--- config.mk ---
export PLATFORM = sky130hd
export DESIGN_NAME = ufl_requests
export DESIGN_NICKNAME = d
export VERILOG_FILES = /design/src/hw/ufl_ms_timer.v /design/src/hw/ufl_requests.v
export VERILOG_INCLUDE_DIRS = /design/src /design/src/hw
export SDC_FILE = /design/constraint.sdc
export NUM_CORES = 1
export LEC_CHECK = 0
export BUFFER_PORTS_ARGS = -buffer_cell sky130_fd_sc_hd__buf_2
export CAP_MARGIN = 20
export CORE_MARGIN = 2
export CORE_UTILIZATION = 35
export DETAILED_ROUTE_END_ITERATION = 10
export RECOVER_POWER = 25
export SETUP_SLACK_MARGIN = 0.1
export SLEW_MARGIN = 20
export SYNTH_ARGS = -nofsm -noshare
export SYNTH_HDL_FRONTEND = slang
export SYNTH_HIERARCHICAL = 1
export SYNTH_SLANG_ARGS = --single-unit
--- constraint.sdc ---
create_clock -name mclk -period 4.4 [get_ports mclk]
set_clock_uncertainty 0.1 [all_clocks]
set_input_delay 0.88 -clock mclk [delete_from_list [all_inputs] [get_ports mclk]]
set_output_delay 0.88 -clock mclk [all_outputs]
set_load 0.02 [all_outputs]
--- src/hw/ufl_regs.vh ---
// Constants of the flash loader request interpreter
`ifndef UFL_REGS_VH
`define UFL_REGS_VH
`define UFL_TYPE_IN 8'hC0
`define UFL_TYPE_OUT 8'h40
`define UFL_REQ_WRITE 8'h82
`define UFL_REQ_LAST_ERR 8'h83
`define UFL_REQ_CHECK_APP 8'h84
`define UFL_REQ_ERASE 8'h85
`define UFL_REQ_READ 8'h86
`define UFL_REQ_RESTART 8'hFE
`define UFL_ERR_NONE 8'h00
`define UFL_ERR_LENGTH 8'h02
`define UFL_ERR_VERIFY 8'h05
`define UFL_ERR_RANGE 8'h06
`define UFL_ERR_MISALIGNED 8'h08
`define UFL_APP_FIRST 16'h0400
`define UFL_APP_LAST 16'h77FF
`define UFL_PAGE_MASK 16'h03FF
`define UFL_WRITE_MAX 16'h0C00
`define UFL_ERASED 8'hFF
`define UFL_MS_NS 1000000
`define UFL_CLK_NS 10
`define UFL_MS_CYCLES (`UFL_MS_NS / `UFL_CLK_NS)
`endif

--- src/hw/ufl_ms_timer.v ---
// Millisecond down-counter for the disconnect delay
`timescale 1ns/1ps
`include "ufl_regs.vh"
module ufl_ms_timer #(
    parameter MS_CYCLES = `UFL_MS_CYCLES
) (
    input wire mclk,
    input wire sys_rst,
    input wire start,
    input wire [15:0] ms,
    output reg done
);
    reg [31:0] tick;
    reg [15:0] left;
    reg run;
    always @(posedge mclk)
    begin
        if (sys_rst)
        begin
            tick <= 32'h00000000;
            left <= 16'h0000;
            run <= 1'b0;
            done <= 1'b0;
        end
        else
        begin
            done <= 1'b0;
            if (start)
            begin
                run <= 1'b1;
                left <= ms;
                tick <= 32'h00000000;
            end
            else if (run)
            begin
                if (left == 16'h0000)
                begin
                    run <= 1'b0;
                    done <= 1'b1;
                end
                else if (tick == MS_CYCLES - 1)
                begin
                    tick <= 32'h00000000;
                    left <= left - 16'h0001;
                end
                else
                    tick <= tick + 32'h00000001;
            end
        end
    end
endmodule

--- src/hw/ufl_requests.v ---
// Vendor control-request interpreter of the USB flash loader
`timescale 1ns/1ps
`include "ufl_regs.vh"
module ufl_requests #(
    parameter MS_CYCLES = `UFL_MS_CYCLES
) (
    input wire mclk,
    input wire sys_rst,
    input wire setup_valid,
    input wire [3:0] setup_ep,
    input wire [7:0] bm_request_type,
    input wire [7:0] b_request,
    input wire [15:0] w_value,
    input wire [15:0] w_index,
    input wire [15:0] w_length,
    output reg tx_valid,
    output reg [7:0] tx_data,
    input wire tx_ready,
    input wire rx_valid,
    input wire [7:0] rx_data,
    output reg status_ack,
    output reg status_stall,
    output reg flash_req,
    output reg flash_we,
    output reg flash_erase,
    output reg [15:0] flash_addr,
    output reg [7:0] flash_wdata,
    input wire [7:0] flash_rdata,
    input wire flash_ack,
    output reg dp_pullup_en,
    output reg system_reset
);
// ----------------------------------------
// States
// ----------------------------------------
    localparam S_IDLE = 9'b000000001;
    localparam S_RD = 9'b000000010;
    localparam S_TX = 9'b000000100;
    localparam S_ERASE = 9'b000001000;
    localparam S_WR_RX = 9'b000010000;
    localparam S_WR_PROG = 9'b000100000;
    localparam S_WR_VFY = 9'b001000000;
    localparam S_WAIT = 9'b010000000;
    localparam S_DONE = 9'b100000000;

    reg [8:0] state;
    reg [7:0] cmd;
    reg [15:0] addr;
    reg [15:0] count;
    reg [7:0] last_err;
    reg [7:0] wr_byte;
    reg [7:0] vfy_err;
    reg timer_start;
    wire timer_done;

    wire [16:0] end_addr = {1'b0, w_value} + {1'b0, w_length} - 17'h00001;
    wire in_app = (w_value >= `UFL_APP_FIRST) && (end_addr <= {1'b0, `UFL_APP_LAST});
    wire vendor_in = (bm_request_type == `UFL_TYPE_IN);
    wire vendor_out = (bm_request_type == `UFL_TYPE_OUT);
    // Write checks in priority: length, alignment, range
    reg [7:0] wr_check;
    always @*
    begin
        if (w_length == 16'h0000 || w_length[0] || w_length > `UFL_WRITE_MAX)
            wr_check = `UFL_ERR_LENGTH;
        else if (w_value[0])
            wr_check = `UFL_ERR_MISALIGNED;
        else if (!in_app)
            wr_check = `UFL_ERR_RANGE;
        else
            wr_check = `UFL_ERR_NONE;
    end

    ufl_ms_timer #(
        .MS_CYCLES(MS_CYCLES)
    ) u_timer (
        .mclk(mclk),
        .sys_rst(sys_rst),
        .start(timer_start),
        .ms(addr),
        .done(timer_done)
    );

// ----------------------------------------
// Request engine
// ----------------------------------------
    always @(posedge mclk)
    begin
        if (sys_rst)
        begin
            state <= S_IDLE;
            cmd <= 8'h00;
            addr <= 16'h0000;
            count <= 16'h0000;
            last_err <= `UFL_ERR_NONE;
            wr_byte <= 8'h00;
            vfy_err <= 8'h00;
            timer_start <= 1'b0;
            tx_valid <= 1'b0;
            tx_data <= 8'h00;
            status_ack <= 1'b0;
            status_stall <= 1'b0;
            flash_req <= 1'b0;
            flash_we <= 1'b0;
            flash_erase <= 1'b0;
            flash_addr <= 16'h0000;
            flash_wdata <= 8'h00;
            dp_pullup_en <= 1'b1;
            system_reset <= 1'b0;
        end
        else
        begin
            status_ack <= 1'b0;
            status_stall <= 1'b0;
            timer_start <= 1'b0;
            case (state)
                S_IDLE:
                begin
                    if (setup_valid && setup_ep == 4'h0)
                    begin
                        cmd <= b_request;
                        addr <= w_value;
                        count <= w_length;
                        vfy_err <= `UFL_ERR_NONE;
                        if (w_index != 16'h0000)
                            status_stall <= 1'b1;
                        else if (vendor_in && b_request == `UFL_REQ_READ)
                        begin
                            if (w_length == 16'h0000 || !in_app)
                                status_stall <= 1'b1;
                            else
                            begin
                                flash_req <= 1'b1;
                                flash_addr <= w_value;
                                state <= S_RD;
                            end
                        end
                        else if (vendor_in && b_request == `UFL_REQ_ERASE && w_length == 16'h0001)
                        begin
                            // Refused erase still answers its status byte
                            if ((w_value & `UFL_PAGE_MASK) != 16'h0000)
                            begin
                                tx_data <= `UFL_ERR_MISALIGNED;
                                tx_valid <= 1'b1;
                                state <= S_TX;
                            end
                            else if (w_value < `UFL_APP_FIRST || w_value > `UFL_APP_LAST)
                            begin
                                tx_data <= `UFL_ERR_RANGE;
                                tx_valid <= 1'b1;
                                state <= S_TX;
                            end
                            else
                            begin
                                flash_req <= 1'b1;
                                flash_erase <= 1'b1;
                                flash_addr <= w_value;
                                state <= S_ERASE;
                            end
                        end
                        else if (vendor_in && w_length == 16'h0001 && b_request == `UFL_REQ_LAST_ERR)
                        begin
                            tx_data <= last_err;
                            tx_valid <= 1'b1;
                            state <= S_TX;
                        end
                        else if (vendor_in && w_length == 16'h0001 && b_request == `UFL_REQ_CHECK_APP)
                        begin
                            flash_req <= 1'b1;
                            flash_addr <= `UFL_APP_FIRST;
                            count <= 16'h0000;
                            state <= S_RD;
                        end
                        else if (vendor_out && b_request == `UFL_REQ_WRITE)
                        begin
                            last_err <= wr_check;
                            vfy_err <= wr_check;
                            state <= S_WR_RX;
                        end
                        else if (vendor_out && b_request == `UFL_REQ_RESTART && w_length == 16'h0000)
                        begin
                            status_ack <= 1'b1;
                            dp_pullup_en <= 1'b0;
                            timer_start <= 1'b1;
                            state <= S_WAIT;
                        end
                        else
                            status_stall <= 1'b1;
                    end
                end
                S_RD:
                begin
                    if (flash_ack)
                    begin
                        flash_req <= 1'b0;
                        if (cmd == `UFL_REQ_CHECK_APP)
                            tx_data <= (flash_rdata != `UFL_ERASED) ? 8'h01 : 8'h00;
                        else
                            tx_data <= flash_rdata;
                        tx_valid <= 1'b1;
                        state <= S_TX;
                    end
                end
                S_TX:
                begin
                    if (tx_ready)
                    begin
                        tx_valid <= 1'b0;
                        if (cmd == `UFL_REQ_READ && count > 16'h0001)
                        begin
                            count <= count - 16'h0001;
                            addr <= addr + 16'h0001;
                            flash_addr <= addr + 16'h0001;
                            flash_req <= 1'b1;
                            state <= S_RD;
                        end
                        else
                        begin
                            status_ack <= 1'b1;
                            state <= S_IDLE;
                        end
                    end
                end
                S_ERASE:
                begin
                    if (flash_ack)
                    begin
                        flash_req <= 1'b0;
                        flash_erase <= 1'b0;
                        tx_data <= `UFL_ERR_NONE;
                        tx_valid <= 1'b1;
                        state <= S_TX;
                    end
                end
                S_WR_RX:
                begin
                    if (count == 16'h0000)
                    begin
                        status_stall <= (last_err != `UFL_ERR_NONE);
                        status_ack <= (last_err == `UFL_ERR_NONE);
                        state <= S_IDLE;
                    end
                    else if (rx_valid)
                    begin
                        // Byte at a time so no block buffer is needed
                        // Only bad parameters drain; a verify error keeps programming
                        if (vfy_err == `UFL_ERR_NONE)
                        begin
                            wr_byte <= rx_data;
                            flash_wdata <= rx_data;
                            flash_addr <= addr;
                            flash_we <= 1'b1;
                            flash_req <= 1'b1;
                            state <= S_WR_PROG;
                        end
                        else
                            count <= count - 16'h0001;
                    end
                end
                S_WR_PROG:
                begin
                    if (flash_ack)
                    begin
                        flash_we <= 1'b0;
                        flash_req <= 1'b0;
                        state <= S_WR_VFY;
                    end
                end
                S_WR_VFY:
                begin
                    if (!flash_req)
                        flash_req <= 1'b1;
                    else if (flash_ack)
                    begin
                        flash_req <= 1'b0;
                        if (flash_rdata != wr_byte)
                            last_err <= `UFL_ERR_VERIFY;
                        addr <= addr + 16'h0001;
                        count <= count - 16'h0001;
                        state <= S_WR_RX;
                    end
                end
                S_WAIT:
                begin
                    if (timer_done)
                    begin
                        system_reset <= 1'b1;
                        state <= S_DONE;
                    end
                end
                S_DONE:
                begin
                    system_reset <= 1'b1;
                end
                default:
                    state <= S_IDLE;
            endcase
        end
    end
endmodule

# == Word level (Yosys, flattened, before mapping) ==
# Cells that the tools add are included.
# op_classes
add_sub_neg,6
n_lt_le_gt_ge,6
eq_ne,59
mux,155
bitwise_logic,11
n_reduce_logical,59
# op_table
operator,n
16-bit 2-to-1 mux,34
8-bit 2-to-1 mux,27
9-bit 2-to-1 mux,18
16-bit case mux with 3 select lines,2
8-bit equality test (second input constant),9
9-bit case mux with 8 select lines,1
16-bit case mux with 4 select lines,1
1-bit 2-to-1 mux,57
16-bit logical NOT,3
2-bit inequality test (second input constant),23
32-bit by 1-bit adder with 32-bit output (second input constant),1
32-bit by 17-bit equality test with 1-bit output (second input constant),1
32-bit 2-to-1 mux,1
16-bit nonzero test,2
16-bit by 1-bit subtractor with 16-bit output (second input constant),2
13-bit AND reduction,2
8-bit case mux with 3 select lines,1
8-bit AND reduction,3
4-bit inequality test (second input constant),5
9-bit AND reduction,2
16-bit by 16-bit adder with 17-bit output,1
17-bit by 15-bit <= comparator with 1-bit output (second input constant),1
17-bit by 1-bit subtractor with 17-bit output (second input constant),1
16-bit by 1-bit adder with 16-bit output (second input constant),1
other kinds (48),97
# word_totals
reg_bits,156
wordCells,318

# == Logic depth before layout (Yosys ltp) ==
# Gate-level depths: netlist of run 1.
# logic_depth
word_depth,15
mapped_depth,17
depth_no_buf,15

# == Hierarchy ==
# The synthesis of run 1 kept the hierarchy.
# by_module_without_submodules
module,n_inst,cells_per_inst,area_each_um2,seq_area_each_um2
ufl_requests,1,954,7040.5,1941.9
ufl_ms_timer,1,337,2727.6,1001.0

# == Least setup slack after synthesis of run 1 ==
# OpenSTA, ideal clock, no wires.
# synth_path
path_type,input-to-reg
from,input port w_value[1]
to,register flash_addr[10]
setup_ns,0.121
arrival_ns,3.999
required_time_ns,4.179
path_slack_ns,0.179
cell_stages,17
path_cell_list,inv_1 ha_1 inv_1 ha_1 inv_1 fa_1 nand2b_1 a211oi_1 nor3_1 o211ai_1 xor2_1 nor3_4 a31oi_2 or4_1 buf_6 buf_6 mux2_4
# synth_via
elab_chain_cells,8
# synth_lines
element,line,text
"start, declared",ufl_requests.v:13,"input wire [15:0] w_value,"
16-bit by 16-bit adder with 17-bit output,ufl_requests.v:56,"wire [16:0] end_addr = {1'b0, w_value} + {1'b0, w_length} - 17'h00001;"
17-bit by 1-bit subtractor with 17-bit output,ufl_requests.v:56,
17-bit by 15-bit <= comparator with 1-bit output,ufl_requests.v:57,"wire in_app = (w_value >= `UFL_APP_FIRST) && (end_addr <= {1'b0, `UFL_APP_LAST});"
1-bit logical AND,ufl_requests.v:57,
1-bit logical NOT,ufl_requests.v:129,if (w_length == 16'h0000 || !in_app)
1-bit logical OR,ufl_requests.v:129,
3-bit inequality test (no line),--,
13-bit AND reduction (no line) *,--,
"end signal, assigned",ufl_requests.v:134,flash_addr <= w_value;
"end signal, assigned",ufl_requests.v:157,flash_addr <= w_value;
"end signal, assigned",ufl_requests.v:170,flash_addr <= `UFL_APP_FIRST;
"end, declared",ufl_requests.v:26,"output reg [15:0] flash_addr,"
# Every way passes the cells marked *; elsewhere a longest branch is shown, timed or not.
# A chain may end at the register's enable or synchronous reset.

# == Worst setup path in the final report of run 1 ==
# Ends and elaborated chain as after synthesis.

==> results of run 1 <==
-- metrics by stage --
| stage | instances | total power [mW] | hold WS [ns] | utilization (%) |
|---|---|---|---|---|
| floorplan | 1291 | 1.61 | 0.355 | - |
| global placement | 1755 | 1.74 | 0.341 | 39.0 |
| detailed placement | 1755 | 1.75 | 0.351 | 39.1 |
| CTS | 1786 | 3.30 | 0.361 | 41.3 |
| global route | 1787 | 3.39 | 0.390 | 41.1 |
| finish | 1787 | 3.28 | 0.358 | 41.1 |
-- state kept, by name (all words and copies together), names as in the netlist, 3 cells and up --
register,count
addr,16
wr_byte,8
cmd,8
flash_addr,16
vfy_err,3
count,16
state,9
u_timer/tick,32
tx_data,8
last_err,4
u_timer/left,16
-- logic make-up after synthesis --
group	share of synthesized area, %
AO/OA/AOI/OAI	19.0
XOR/XNOR	3.86
adder cells (fa/ha/maj)	4.82
buffers and inverters	6.47
flip-flops	30.1
multiplexers	4.33
AND/OR/NAND/NOR	31.4
-- worst max-delay path: cells and delay by family --
| kind | cells | cell delay (ns) |
|---|---|---|
| AO/OA/AOI/OAI | 3 | 0.64 |
| XOR/XNOR | 1 | 0.13 |
| adder cells (fa/ha/maj) | 3 | 0.79 |
| buffers and inverters | 5 | 0.49 |
| multiplexers | 1 | 0.32 |
| AND/OR/NAND/NOR | 4 | 0.90 |
-- power by group through the flow --
| stage | combinational (mW) | clock (mW) | sequential [mW] |
|---|---|---|---|
| 2_1_floorplan | 0.239 | 0 | 1.37 |
| 3_3_place_gp | 0.369 | 0 | 1.37 |
| 3_5_place_dp | 0.372 | 0 | 1.37 |
| 4_1_cts | 0.374 | 1.58 | 1.34 |
| 5_1_grt | 0.421 | 1.63 | 1.35 |
| 6_report | 0.375 | 1.55 | 1.35 |
-- area by class of cell --
type	instances	share of cell area, %
clock inverters	7	1.08
inverters	83	2.74
flip-flops and latches	147	25.9
multi-input cells	990	54.7
diodes	1	0.0220
clock buffers	24	4.33
well taps	378	4.16
repair buffers	157	7.08
-- metal layers --
layer | GRT usage, % | part of all wire, %
met5 | 0 | 0
met4 | 6.85 | 1.9
met3 | 3.26 | 5.3
met2 | 32.2 | 45
met1 | 28.6 | 48
-- path summary, 6_finish.rpt --
check,start,depth (start not counted),end,slack [ns]
setup / recovery,w_value[1],17,flash_addr[10]$_SDFFE_PP0P_,0.44
setup reg to reg,state[3]$_SDFFE_PP0P_,10,count[6]$_SDFFE_PP0P_,0.69
hold / removal,flash_we$_SDFFE_PP0P_,2,flash_we$_SDFFE_PP0P_,0.36
hold reg to reg,flash_we$_SDFFE_PP0P_,2,flash_we$_SDFFE_PP0P_,0.36
-- placed cells by master, fill, tap and decap left out, types with 10 or more instances in the layout --
cell,synthesis,layout
sky130_fd_sc_hd__a211oi_1,13,13
sky130_fd_sc_hd__a21oi_1,86,86
sky130_fd_sc_hd__a22oi_1,31,31
sky130_fd_sc_hd__and3_1,16,16
sky130_fd_sc_hd__and4_1,10,10
sky130_fd_sc_hd__buf_2,6,88
sky130_fd_sc_hd__buf_4,0,28
sky130_fd_sc_hd__clkbuf_1,57,44
sky130_fd_sc_hd__clkbuf_16,0,17
sky130_fd_sc_hd__dfxtp_1,147,147
sky130_fd_sc_hd__ha_1,36,36
sky130_fd_sc_hd__inv_1,83,83
sky130_fd_sc_hd__mux2i_1,22,22
sky130_fd_sc_hd__nand2_1,111,111
sky130_fd_sc_hd__nand2b_1,12,12
sky130_fd_sc_hd__nand3_1,46,46
sky130_fd_sc_hd__nand4_1,34,34
sky130_fd_sc_hd__nor2_1,152,151
sky130_fd_sc_hd__nor2b_1,26,26
sky130_fd_sc_hd__nor3_1,44,44
sky130_fd_sc_hd__nor4_1,45,43
sky130_fd_sc_hd__o21ai_0,74,74
sky130_fd_sc_hd__o31ai_1,13,13
sky130_fd_sc_hd__or3_1,17,17
sky130_fd_sc_hd__or4_1,13,13
sky130_fd_sc_hd__xnor2_1,26,26
sky130_fd_sc_hd__xor2_1,17,17
==> results.ini, run 1 <==
[routing]
drt_wl_total_mm = 30.2
number_of_vias_after_detailed_routing = 9835
drt_pre_antenna_iters = 6
remaining_drc_errors = 0
final_antenna_net_count = 0
first_iter_violations = 780
vias_per_cell = 5.50
average_wire_per_cell_in_the_routed_design_um = 16.9

[floorplan]
floorplan.die.width_um = 171
placeableCoreArea_um2 = 27600
starting_utilization_of_the_core_area_pct = 35.4
io_pins = 130
row_count = 61
floorplan.die.height_um = 171
fp.dieArea_um2 = 29300

[clock_network]
cts.repair_timing.setup_buffer_count = 0
cts-root-to-sink-buffers = 2
h-tree-depth = 4
insertion_delay_ns = 0.44
clock-root-buffer = sky130_fd_sc_hd__clkbuf_16
ctsHoldBuffers = 0
tritoncts_num_sinks = 147
cts_resized = 0
path_clk_slew_ns = 0.06
num_cts_buffers = 17
cts_tree = yes

[power_and_ir_drop]
power.share.clock_pct = 47.5
vdd.ir_drop.worst_uv = 183
static_leakage_nw = 4.50
p_switching_mw = 0.838
internal_power_mw = 2.44
pwr_density_cell_nw_per_um2 = 288
comb_power_share_pct = 11.5
sequentialPowerShare_pct = 41.1
swShare_pct = 25.6

[placement]
hpwl_after_dpl_mm = 22.7
dpl_cell_area_um2 = 10800
post-place-ws_ns = 0.00480
routabilityCongestion = 0.868
buffer_ports.inserted = 129

[timing]
setup_tns_ns = 0
hold_viol = 0
fmaxAchievable_ghz = 0.253
final_min_period_over_clock_period_pct = 89.9
timing.slew.headroom_pct = -84.6
period_needed_ns = 3.96
final-max-slew-violation-count = 61
timing.final.setup_violations = 0
rsz_0062_raised_after_global_routing = no
setup_ws_ns = 0.445
worst-slew-pin-transition_ns = 2.77

[global_routing]
groute.usage.overall_pct = 20.5
grt_max_degree = 61
antenna_violations_before_repair = 1
grt_pass1_wl_mm = 47.5
number_of_global_route_vias_before_repair = 8969
grt_overflow = 0

[finish]
design_area_um2 = 11400
finalNetCount = 1523
drive_above_1_share_pct = 13.7
area_of_the_multi_input_gates_um2 = 6210
area.sequential_um2 = 2940
layout-area-overhead-vs-synth_pct = 16.3
filler_cell_count = 2879

[critical_path]
critical-path-max-stage-delay_ns = 0.41
critPathMostFrequentCell = sky130_fd_sc_hd__inv_1
end_kind = flip-flop
critPathLaunchType = input port
cp.arrival_ns = 4.18
crit_chain = buf_2, inv_1, ha_1, inv_1, ha_1, inv_1, fa_1, nand2b_1, a211oi_1, nor3_1, o211ai_1, xor2_1, nor3_4, a31oi_2, or4_1, buf_4, mux2_4
worst-endpoint-required_ns = 4.63
critPathMaxFanout = 16
worst_path_max_delay_cell = sky130_fd_sc_hd__or4_1
setup.worst_path.class = in2reg

[synthesis]
synth-edff-count = 0
synth-seq-cells = 147
ys_seq_area_share_pct = 30.1
synthesis.instances = 1291
number_of_library_cell_types_mapped_by_synthesis = 78
postSynth.topFlopCell = sky130_fd_sc_hd__dfxtp_1
netlist.area_leader.share_pct = 30.1
synth.yosys.warnings = 6
yosys.cell_count.top_type = sky130_fd_sc_hd__nor2_1
syn-num-nets = 1418
synth_area_per_cell_um2 = 7.57
async_flop_share_pct = 0
netlist.top_cell.by_area = sky130_fd_sc_hd__dfxtp_1
synth_area_leaders = sky130_fd_sc_hd__dfxtp_1 (30%), sky130_fd_sc_hd__nor2_1 (5.8%), sky130_fd_sc_hd__ha_1 (4.6%)
syn-cell-area_um2 = 9770
synth_common_cells = sky130_fd_sc_hd__nor2_1 (152), sky130_fd_sc_hd__dfxtp_1 (147), sky130_fd_sc_hd__nand2_1 (111)

[flow_run]
maxCapViolCount = 1

[outcome]
run_status = finished with violations
failing_checks = max-capacitance violations, max-slew violations

[hold_path]
path_type_of_the_worst_min_delay_path = reg2reg

(Power assumes the default switching activity.)
==> run 2, diff against run 1 <==
CTS_BUF_LIST = sky130_fd_sc_hd__clkbuf_2   (was unset)
==> run 2 against run 1 <==
Non-clock buffer count unchanged. Flip-flop and latch count unchanged. Largest power group is now registers. Count of clock-buffer cells in the layout down 4. Sequential power about the same. Register-to-register slack worse by 0.05 ns. The flow still finishes with violations (max-capacitance violations, max-slew violations). Setup slack better by 0.20 ns. Global-route usage down 0.18 points. Wire length down 0.28%. Via count down 0.13%. Critical path depth down 7. Die area unchanged. Final area down 3.3%.
==> results.ini, run 2 (same netlist as run 1, synthesis figures left out) <==
[routing]
vias_per_cell = 5.49  ; -0.19%
drt_wl_total_mm = 30.1  ; -0.28%
remaining_drc_errors = 0  ; unchanged
final_antenna_net_count = 0  ; unchanged
average_wire_per_cell_in_the_routed_design_um = 16.9  ; -0.33%
drt_pre_antenna_iters = 5  ; -1
number_of_vias_after_detailed_routing = 9822  ; -0.13%
first_iter_violations = 822  ; +5.4%

[critical_path]
critical-path-max-stage-delay_ns = 0.73  ; +0.32 ns
setup.worst_path.class = reg2reg
critPathLaunchType = flip-flop
worst-r2r-setup-slack_ns = 0.64  ; -0.05 ns
crit_start = state[3]$_SDFFE_PP0P_
worst_path_max_delay_cell = sky130_fd_sc_hd__and3_1
worst-endpoint-required_ns = 4.87  ; +0.24 ns
worstReg2RegEnd = count[6]$_SDFFE_PP0P_
r2r.worst_path.cells = 10  ; unchanged
end_kind = flip-flop
launch_instance_of_the_worst_register_to_register_path = state[3]$_SDFFE_PP0P_
crit_chain = nor4_1, nand4_1, nand2_1, nor2_1, o31ai_1, and3_1, buf_4, nand2_1, a22oi_1, nor2_1
critPathMaxFanout = 22  ; +6
cp.arrival_ns = 4.23  ; +0.05 ns

[timing]
worst-slew-pin-transition_ns = 2.77  ; -0.00107 ns
final.hold.worst_slack_ns = 0.239  ; -0.119 ns
period_needed_ns = 3.76  ; -0.196 ns
timing.final.setup_violations = 0  ; unchanged
fmaxAchievable_ghz = 0.266  ; +5.2%
setup_ws_ns = 0.641  ; +0.196 ns
setup_tns_ns = 0  ; unchanged
final_min_period_over_clock_period_pct = 85.4  ; -4.5 points
rsz_0062_raised_after_global_routing = no
final-max-slew-violation-count = 61  ; unchanged
timing.slew.headroom_pct = -84.5  ; about the same
hold_viol = 0  ; unchanged

[clock_network]
cts_tree = yes
path_clk_slew_ns = 0.21  ; +0.15 ns
cts.repair_timing.setup_buffer_count = 0  ; unchanged
num_cts_buffers = 17  ; unchanged
cts_resized = 0  ; unchanged
clock-root-buffer = sky130_fd_sc_hd__clkbuf_2
cts-root-to-sink-buffers = 2  ; unchanged
ctsHoldBuffers = 0  ; unchanged
h-tree-depth = 4  ; unchanged
tritoncts_num_sinks = 147  ; unchanged
insertion_delay_ns = 0.77  ; +0.33 ns

[power_and_ir_drop]
pwr_density_cell_nw_per_um2 = 233  ; -19%
vdd.ir_drop.worst_uv = 131  ; -28%
static_leakage_nw = 4.37  ; -2.7%
comb_power_share_pct = 14.7  ; +3.2 points
power.share.clock_pct = 32.6  ; -15 points
p_switching_mw = 0.757  ; -9.7%
total_power_mw = 2.56  ; -22%
internal_power_mw = 1.80  ; -26%
swShare_pct = 29.6  ; +4.0 points
sequentialPowerShare_pct = 52.7  ; +12 points

[finish]
largest_reg_flops = 32  ; unchanged
finalNetCount = 1523  ; unchanged
register_ranked_first_by_flip_flop_count = u_timer/tick
design_area_um2 = 11000  ; -3.3%
final_core_util_pct = 39.8  ; -1.3 points
drive_above_1_share_pct = 14.1  ; +0.43 points
finish.cell_count_without_fillers = 1788  ; +0.056%
layout.cells.most_common = sky130_fd_sc_hd__nor2_1
layout-area-overhead-vs-synth_pct = 12.5
most-common-layout-cells = sky130_fd_sc_hd__nor2_1 (151), sky130_fd_sc_hd__dfxtp_1 (147), sky130_fd_sc_hd__nand2_1 (111)

[placement]
buffer_ports.inserted = 129  ; unchanged
placedCellCount = 1755  ; unchanged
hpwl_after_dpl_mm = 22.7  ; unchanged
dpl_cell_area_um2 = 10800  ; unchanged
routabilityCongestion = 0.868  ; unchanged
post-place-ws_ns = 0.00480  ; unchanged

[hold_path]
hold-path-endpoint = wr_byte[4]$_SDFFE_PP0P_
path_type_of_the_worst_min_delay_path = in2reg
min_from = rx_data[4]
hold_path_depth = 3  ; +1

[global_routing]
grt_overflow = 0  ; unchanged
grt_pass1_wl_mm = 47.4  ; -0.32%
antenna_violations_before_repair = 2  ; +1
groute.usage.overall_pct = 20.3  ; -0.18 points
grt_max_degree = 61  ; unchanged
number_of_global_route_vias_before_repair = 8869  ; -1.1%

[outcome]
failing_checks = max-capacitance violations, max-slew violations
run_status = finished with violations

[floorplan]
starting_utilization_of_the_core_area_pct = 35.4  ; unchanged
floorplan.die.width_um = 171  ; unchanged
row_count = 61  ; unchanged
floorplan.die.height_um = 171  ; unchanged
fp.dieArea_um2 = 29300  ; unchanged
placeableCoreArea_um2 = 27600  ; unchanged
io_pins = 130  ; unchanged

[flow_run]
maxCapViolCount = 1  ; unchanged

-- run 2: final cells by class --
class / instances / area (um2)
Tap cell: 378 / 473
Sequential cell: 147 / 2940
Inverter: 83 / 312
Clock inverter: 11 / 138
Fill cell: 2928 / 16600
Timing Repair Buffer: 157 / 808
Antenna cell: 2 / 5.00
Multi-Input combinational cell: 990 / 6210
Clock buffer: 20 / 100
-- run 2: layer usage --
metal / vias up / global-route usage, % / part of all wire [%]
met5: - / 0 / 0
met3: 33 / 2.68 / 4.4
met1: 4641 / 29.0 / 49
met4: 0 / 5.49 / 1.5
met2: 263 / 32.2 / 45
li1: 4885 / - / -
-- run 2: how the worst max path moves through the flow --
stage / to / depth (start not counted)
floorplan: flash_addr[10]$_SDFFE_PP0P_ / 17
global placement: flash_addr[6]$_SDFFE_PP0P_ / 17
detailed placement: flash_addr[8]$_SDFFE_PP0P_ / 17
CTS: count[6]$_SDFFE_PP0P_ / 10
global route: count[8]$_SDFFE_PP0P_ / 9
finish: count[6]$_SDFFE_PP0P_ / 10
-- run 2: power groups by stage --
stage,combinational (mW),sequential [mW],clock (mW)
6_report,0.376,1.35,0.836
2_1_floorplan,0.239,1.37,0
5_1_grt,0.420,1.35,0.907
3_3_place_gp,0.369,1.37,0
3_5_place_dp,0.372,1.37,0
4_1_cts,0.374,1.35,0.863
-- run 2: worst max-delay path: cells and delay by family, from the launching register on --
| kind | cells | cell delay (ns) |
|---|---|---|
| buffers and inverters | 1 | 0.27 |
| DFF | 1 | 0.42 |
| and+or+nand+nor | 7 | 2.56 |
| AOI/OAI and AO/OA | 2 | 0.23 |
==> run 3, diff against run 2 <==
CTS_BUF_LIST = unset   (was sky130_fd_sc_hd__clkbuf_2)
clock period = 3.95 ns   (was 4.4 ns; I/O delays follow)
==> run 3 against run 2 <==
The flow still finishes with violations (max-capacitance violations, max-slew violations). Flip-flop and latch count unchanged. First-iteration DRC count up 5.8%. Clock power up 89%. Critical path depth up 7. Setup slack worse by 0.44 ns. Global-route usage down 0.29 points. Critical path type is now in2reg. Critical endpoint is now flash_addr[8]$_SDFFE_PP0P_.
==> results.ini, run 3 (same netlist as run 1, synthesis figures left out) <==
[floorplan]
row_count = 61  ; unchanged
starting_utilization_of_the_core_area_pct = 35.4  ; unchanged
floorplan.die.height_um = 171  ; unchanged
io_pins = 130  ; unchanged
placeableCoreArea_um2 = 27600  ; unchanged
fp.dieArea_um2 = 29300  ; unchanged
floorplan.die.width_um = 171  ; unchanged

[critical_path]
setup.worst_path.class = in2reg
critPathLaunchType = input port
worst_path_max_delay_cell = sky130_fd_sc_hd__or4_4
end_kind = flip-flop
critical-path-max-stage-delay_ns = 0.49  ; -0.24 ns
crit_chain = clkbuf_4, inv_12, ha_4, inv_2, ha_4, inv_2, fa_2, nand2b_4, a211oi_4, nor3_2, o211ai_1, xor2_1, nor3_4, a31oi_4, or4_4, clkbuf_16, mux2_4
critPathMaxFanout = 8  ; -64%
cp.arrival_ns = 3.96  ; -0.27 ns
timing.critical_path.max_delay_family = simple AND/OR/NAND/NOR gates
path_buf_inv = 5  ; +4
worst-endpoint-required_ns = 4.16  ; -0.71 ns

[power_and_ir_drop]
sequentialPowerShare_pct = 41.7  ; -11 points
pwr_density_cell_nw_per_um2 = 301  ; +29%
comb_power_share_pct = 14.2  ; -0.5 points
static_leakage_nw = 4.78  ; +9.2%
internal_power_mw = 2.55  ; +42%
vdd.ir_drop.worst_uv = 263  ; +100%
p_switching_mw = 1.03  ; +36%
power.share.clock_pct = 44.1  ; +12 points
swShare_pct = 28.8  ; -0.77 points

[global_routing]
grt_pass1_wl_mm = 47.2  ; -0.29%
grt_max_degree = 76  ; +25%
grt_overflow = 0  ; unchanged
antenna_violations_before_repair = 1  ; -1
number_of_global_route_vias_before_repair = 9077  ; +2.3%
groute.usage.overall_pct = 20.1  ; -0.29 points

[timing]
timing.final.setup_violations = 0  ; unchanged
hold_viol = 0  ; unchanged
timing.slew.headroom_pct = -5.56  ; +79 points
fmaxAchievable_ghz = 0.267
rsz_0062_raised_after_global_routing = no
final-max-slew-violation-count = 76  ; +25%
setup_tns_ns = 0  ; unchanged
worst-slew-pin-transition_ns = 1.58  ; -1.18 ns
period_needed_ns = 3.75
final_min_period_over_clock_period_pct = 94.9

[clock_network]
insertion_delay_ns = 0.43  ; -0.34 ns
path_clk_slew_ns = 0.06  ; -0.15 ns
clock-root-buffer = sky130_fd_sc_hd__clkbuf_16
num_cts_buffers = 17  ; unchanged
h-tree-depth = 4  ; unchanged
tritoncts_num_sinks = 147  ; unchanged
cts-root-to-sink-buffers = 2  ; unchanged
ctsHoldBuffers = 0  ; unchanged
cts.repair_timing.setup_buffer_count = 0  ; unchanged
cts_tree = yes

[finish]
layout-area-overhead-vs-synth_pct = 22.1
filler_cell_count = 2876  ; -1.8%
final_core_util_pct = 43.2  ; +3.4 points
most-common-layout-cells = sky130_fd_sc_hd__nor2_1 (152), sky130_fd_sc_hd__dfxtp_1 (147), sky130_fd_sc_hd__nand2_1 (111)
drive_above_1_share_pct = 19.1  ; +5.0 points
register_ranked_first_by_flip_flop_count = u_timer/tick
largest_reg_flops = 32  ; unchanged
layout.cells.most_common = sky130_fd_sc_hd__nor2_1
area_of_the_multi_input_gates_um2 = 6340  ; +2.1%
finalNetCount = 1582  ; +3.9%
area.sequential_um2 = 2940  ; unchanged

[placement]
hpwl_after_dpl_mm = 22.5  ; -0.89%
buffer_ports.inserted = 129  ; unchanged
routabilityCongestion = 0.882  ; +1.6%

[outcome]
failing_checks = max-capacitance violations, max-slew violations
run_status = finished with violations

[routing]
drt_pre_antenna_iters = 5  ; unchanged
remaining_drc_errors = 0  ; unchanged
first_iter_violations = 870  ; +5.8%
vias_per_cell = 5.47  ; -0.39%
final_antenna_net_count = 0  ; unchanged
number_of_vias_after_detailed_routing = 10100  ; +2.9%
drt_wl_total_mm = 30.2  ; +0.26%
average_wire_per_cell_in_the_routed_design_um = 16.4  ; -2.9%

[flow_run]
maxCapViolCount = 1  ; unchanged

[hold_path]
path_type_of_the_worst_min_delay_path = reg2reg

[run 3: worst reg2reg max path: stages (launching register included)]
cell                        delay (ns)
sky130_fd_sc_hd__dfxtp_1          0.44
sky130_fd_sc_hd__inv_1            0.09
sky130_fd_sc_hd__ha_1             0.30
sky130_fd_sc_hd__nor2_1           0.18
sky130_fd_sc_hd__nor3_1           0.06
sky130_fd_sc_hd__a31oi_1          0.33
sky130_fd_sc_hd__nor2_1           0.14
sky130_fd_sc_hd__a21oi_1          0.27
sky130_fd_sc_hd__o211ai_1         0.19
sky130_fd_sc_hd__or4_4            0.62
sky130_fd_sc_hd__clkbuf_16        0.20
sky130_fd_sc_hd__mux2_4           0.29
[run 3: final timing paths]
kind	startpoint	endpoint	slack [ns]	depth (start not counted)
worst min register to register	dp_pullup_en$_SDFFE_PP1P_	dp_pullup_en$_SDFFE_PP1P_	0.36	1
worst min-delay path	dp_pullup_en$_SDFFE_PP1P_	dp_pullup_en$_SDFFE_PP1P_	0.36	1
worst max register to register	count[0]$_SDFFE_PP0P_	flash_addr[8]$_SDFFE_PP0P_	0.64	11
worst max-delay path	w_length[1]	flash_addr[8]$_SDFFE_PP0P_	0.20	17
[run 3: cell type report]
cell class	count	share of cell area, %
clock inverter	14	1.09
multi-input combinational	990	53.2
antenna	1	0.0210
timing repair buffer	216	10.7
clock buffer	18	3.60
sequential	147	24.7
inverter	83	2.74
tap	378	3.97
[run 3: layer usage]
metal | share of wire [%] | up-vias | GRT usage (%)
met1 | 48 | 4752 | 28.3
met3 | 5.9 | 39 | 3.17
met4 | 2.5 | 0 | 7.18
met5 | 0 | - | 0
li1 | - | 5013 | -
met2 | 44 | 303 | 30.8
[run 3: power by group through the flow]
stage | sequential (mW) | clock, mW | combinational (mW)
3_5_place_dp | 1.53 | 0 | 0.502
6_report | 1.50 | 1.58 | 0.510
5_1_grt | 1.50 | 1.67 | 0.567
3_3_place_gp | 1.53 | 0 | 0.499
2_1_floorplan | 1.53 | 0 | 0.289
4_1_cts | 1.50 | 1.60 | 0.505
[run 3: repair_timing]
action	CTS	global route
endpoints found under the setup margin	0	15
gates resized for setup	0	8
endpoints found under the hold margin	0	0
[run 3: metrics by stage]
step / setup WS (ns) / instances / hold slack (ns) / power [mW] / cell area, um2
after floorplan: 0.0217 / 1291 / 0.355 / 1.82 / 9900
final: 0.203 / 1847 / 0.358 / 3.59 / 11900
after global routing: 0.102 / 1847 / 0.387 / 3.74 / 11900
after CTS: 0.156 / 1845 / 0.353 / 3.60 / 11900
after detailed placement: -0.289 / 1813 / 0.338 / 2.03 / 11300
after global placement: -0.248 / 1813 / 0.331 / 2.03 / 11300
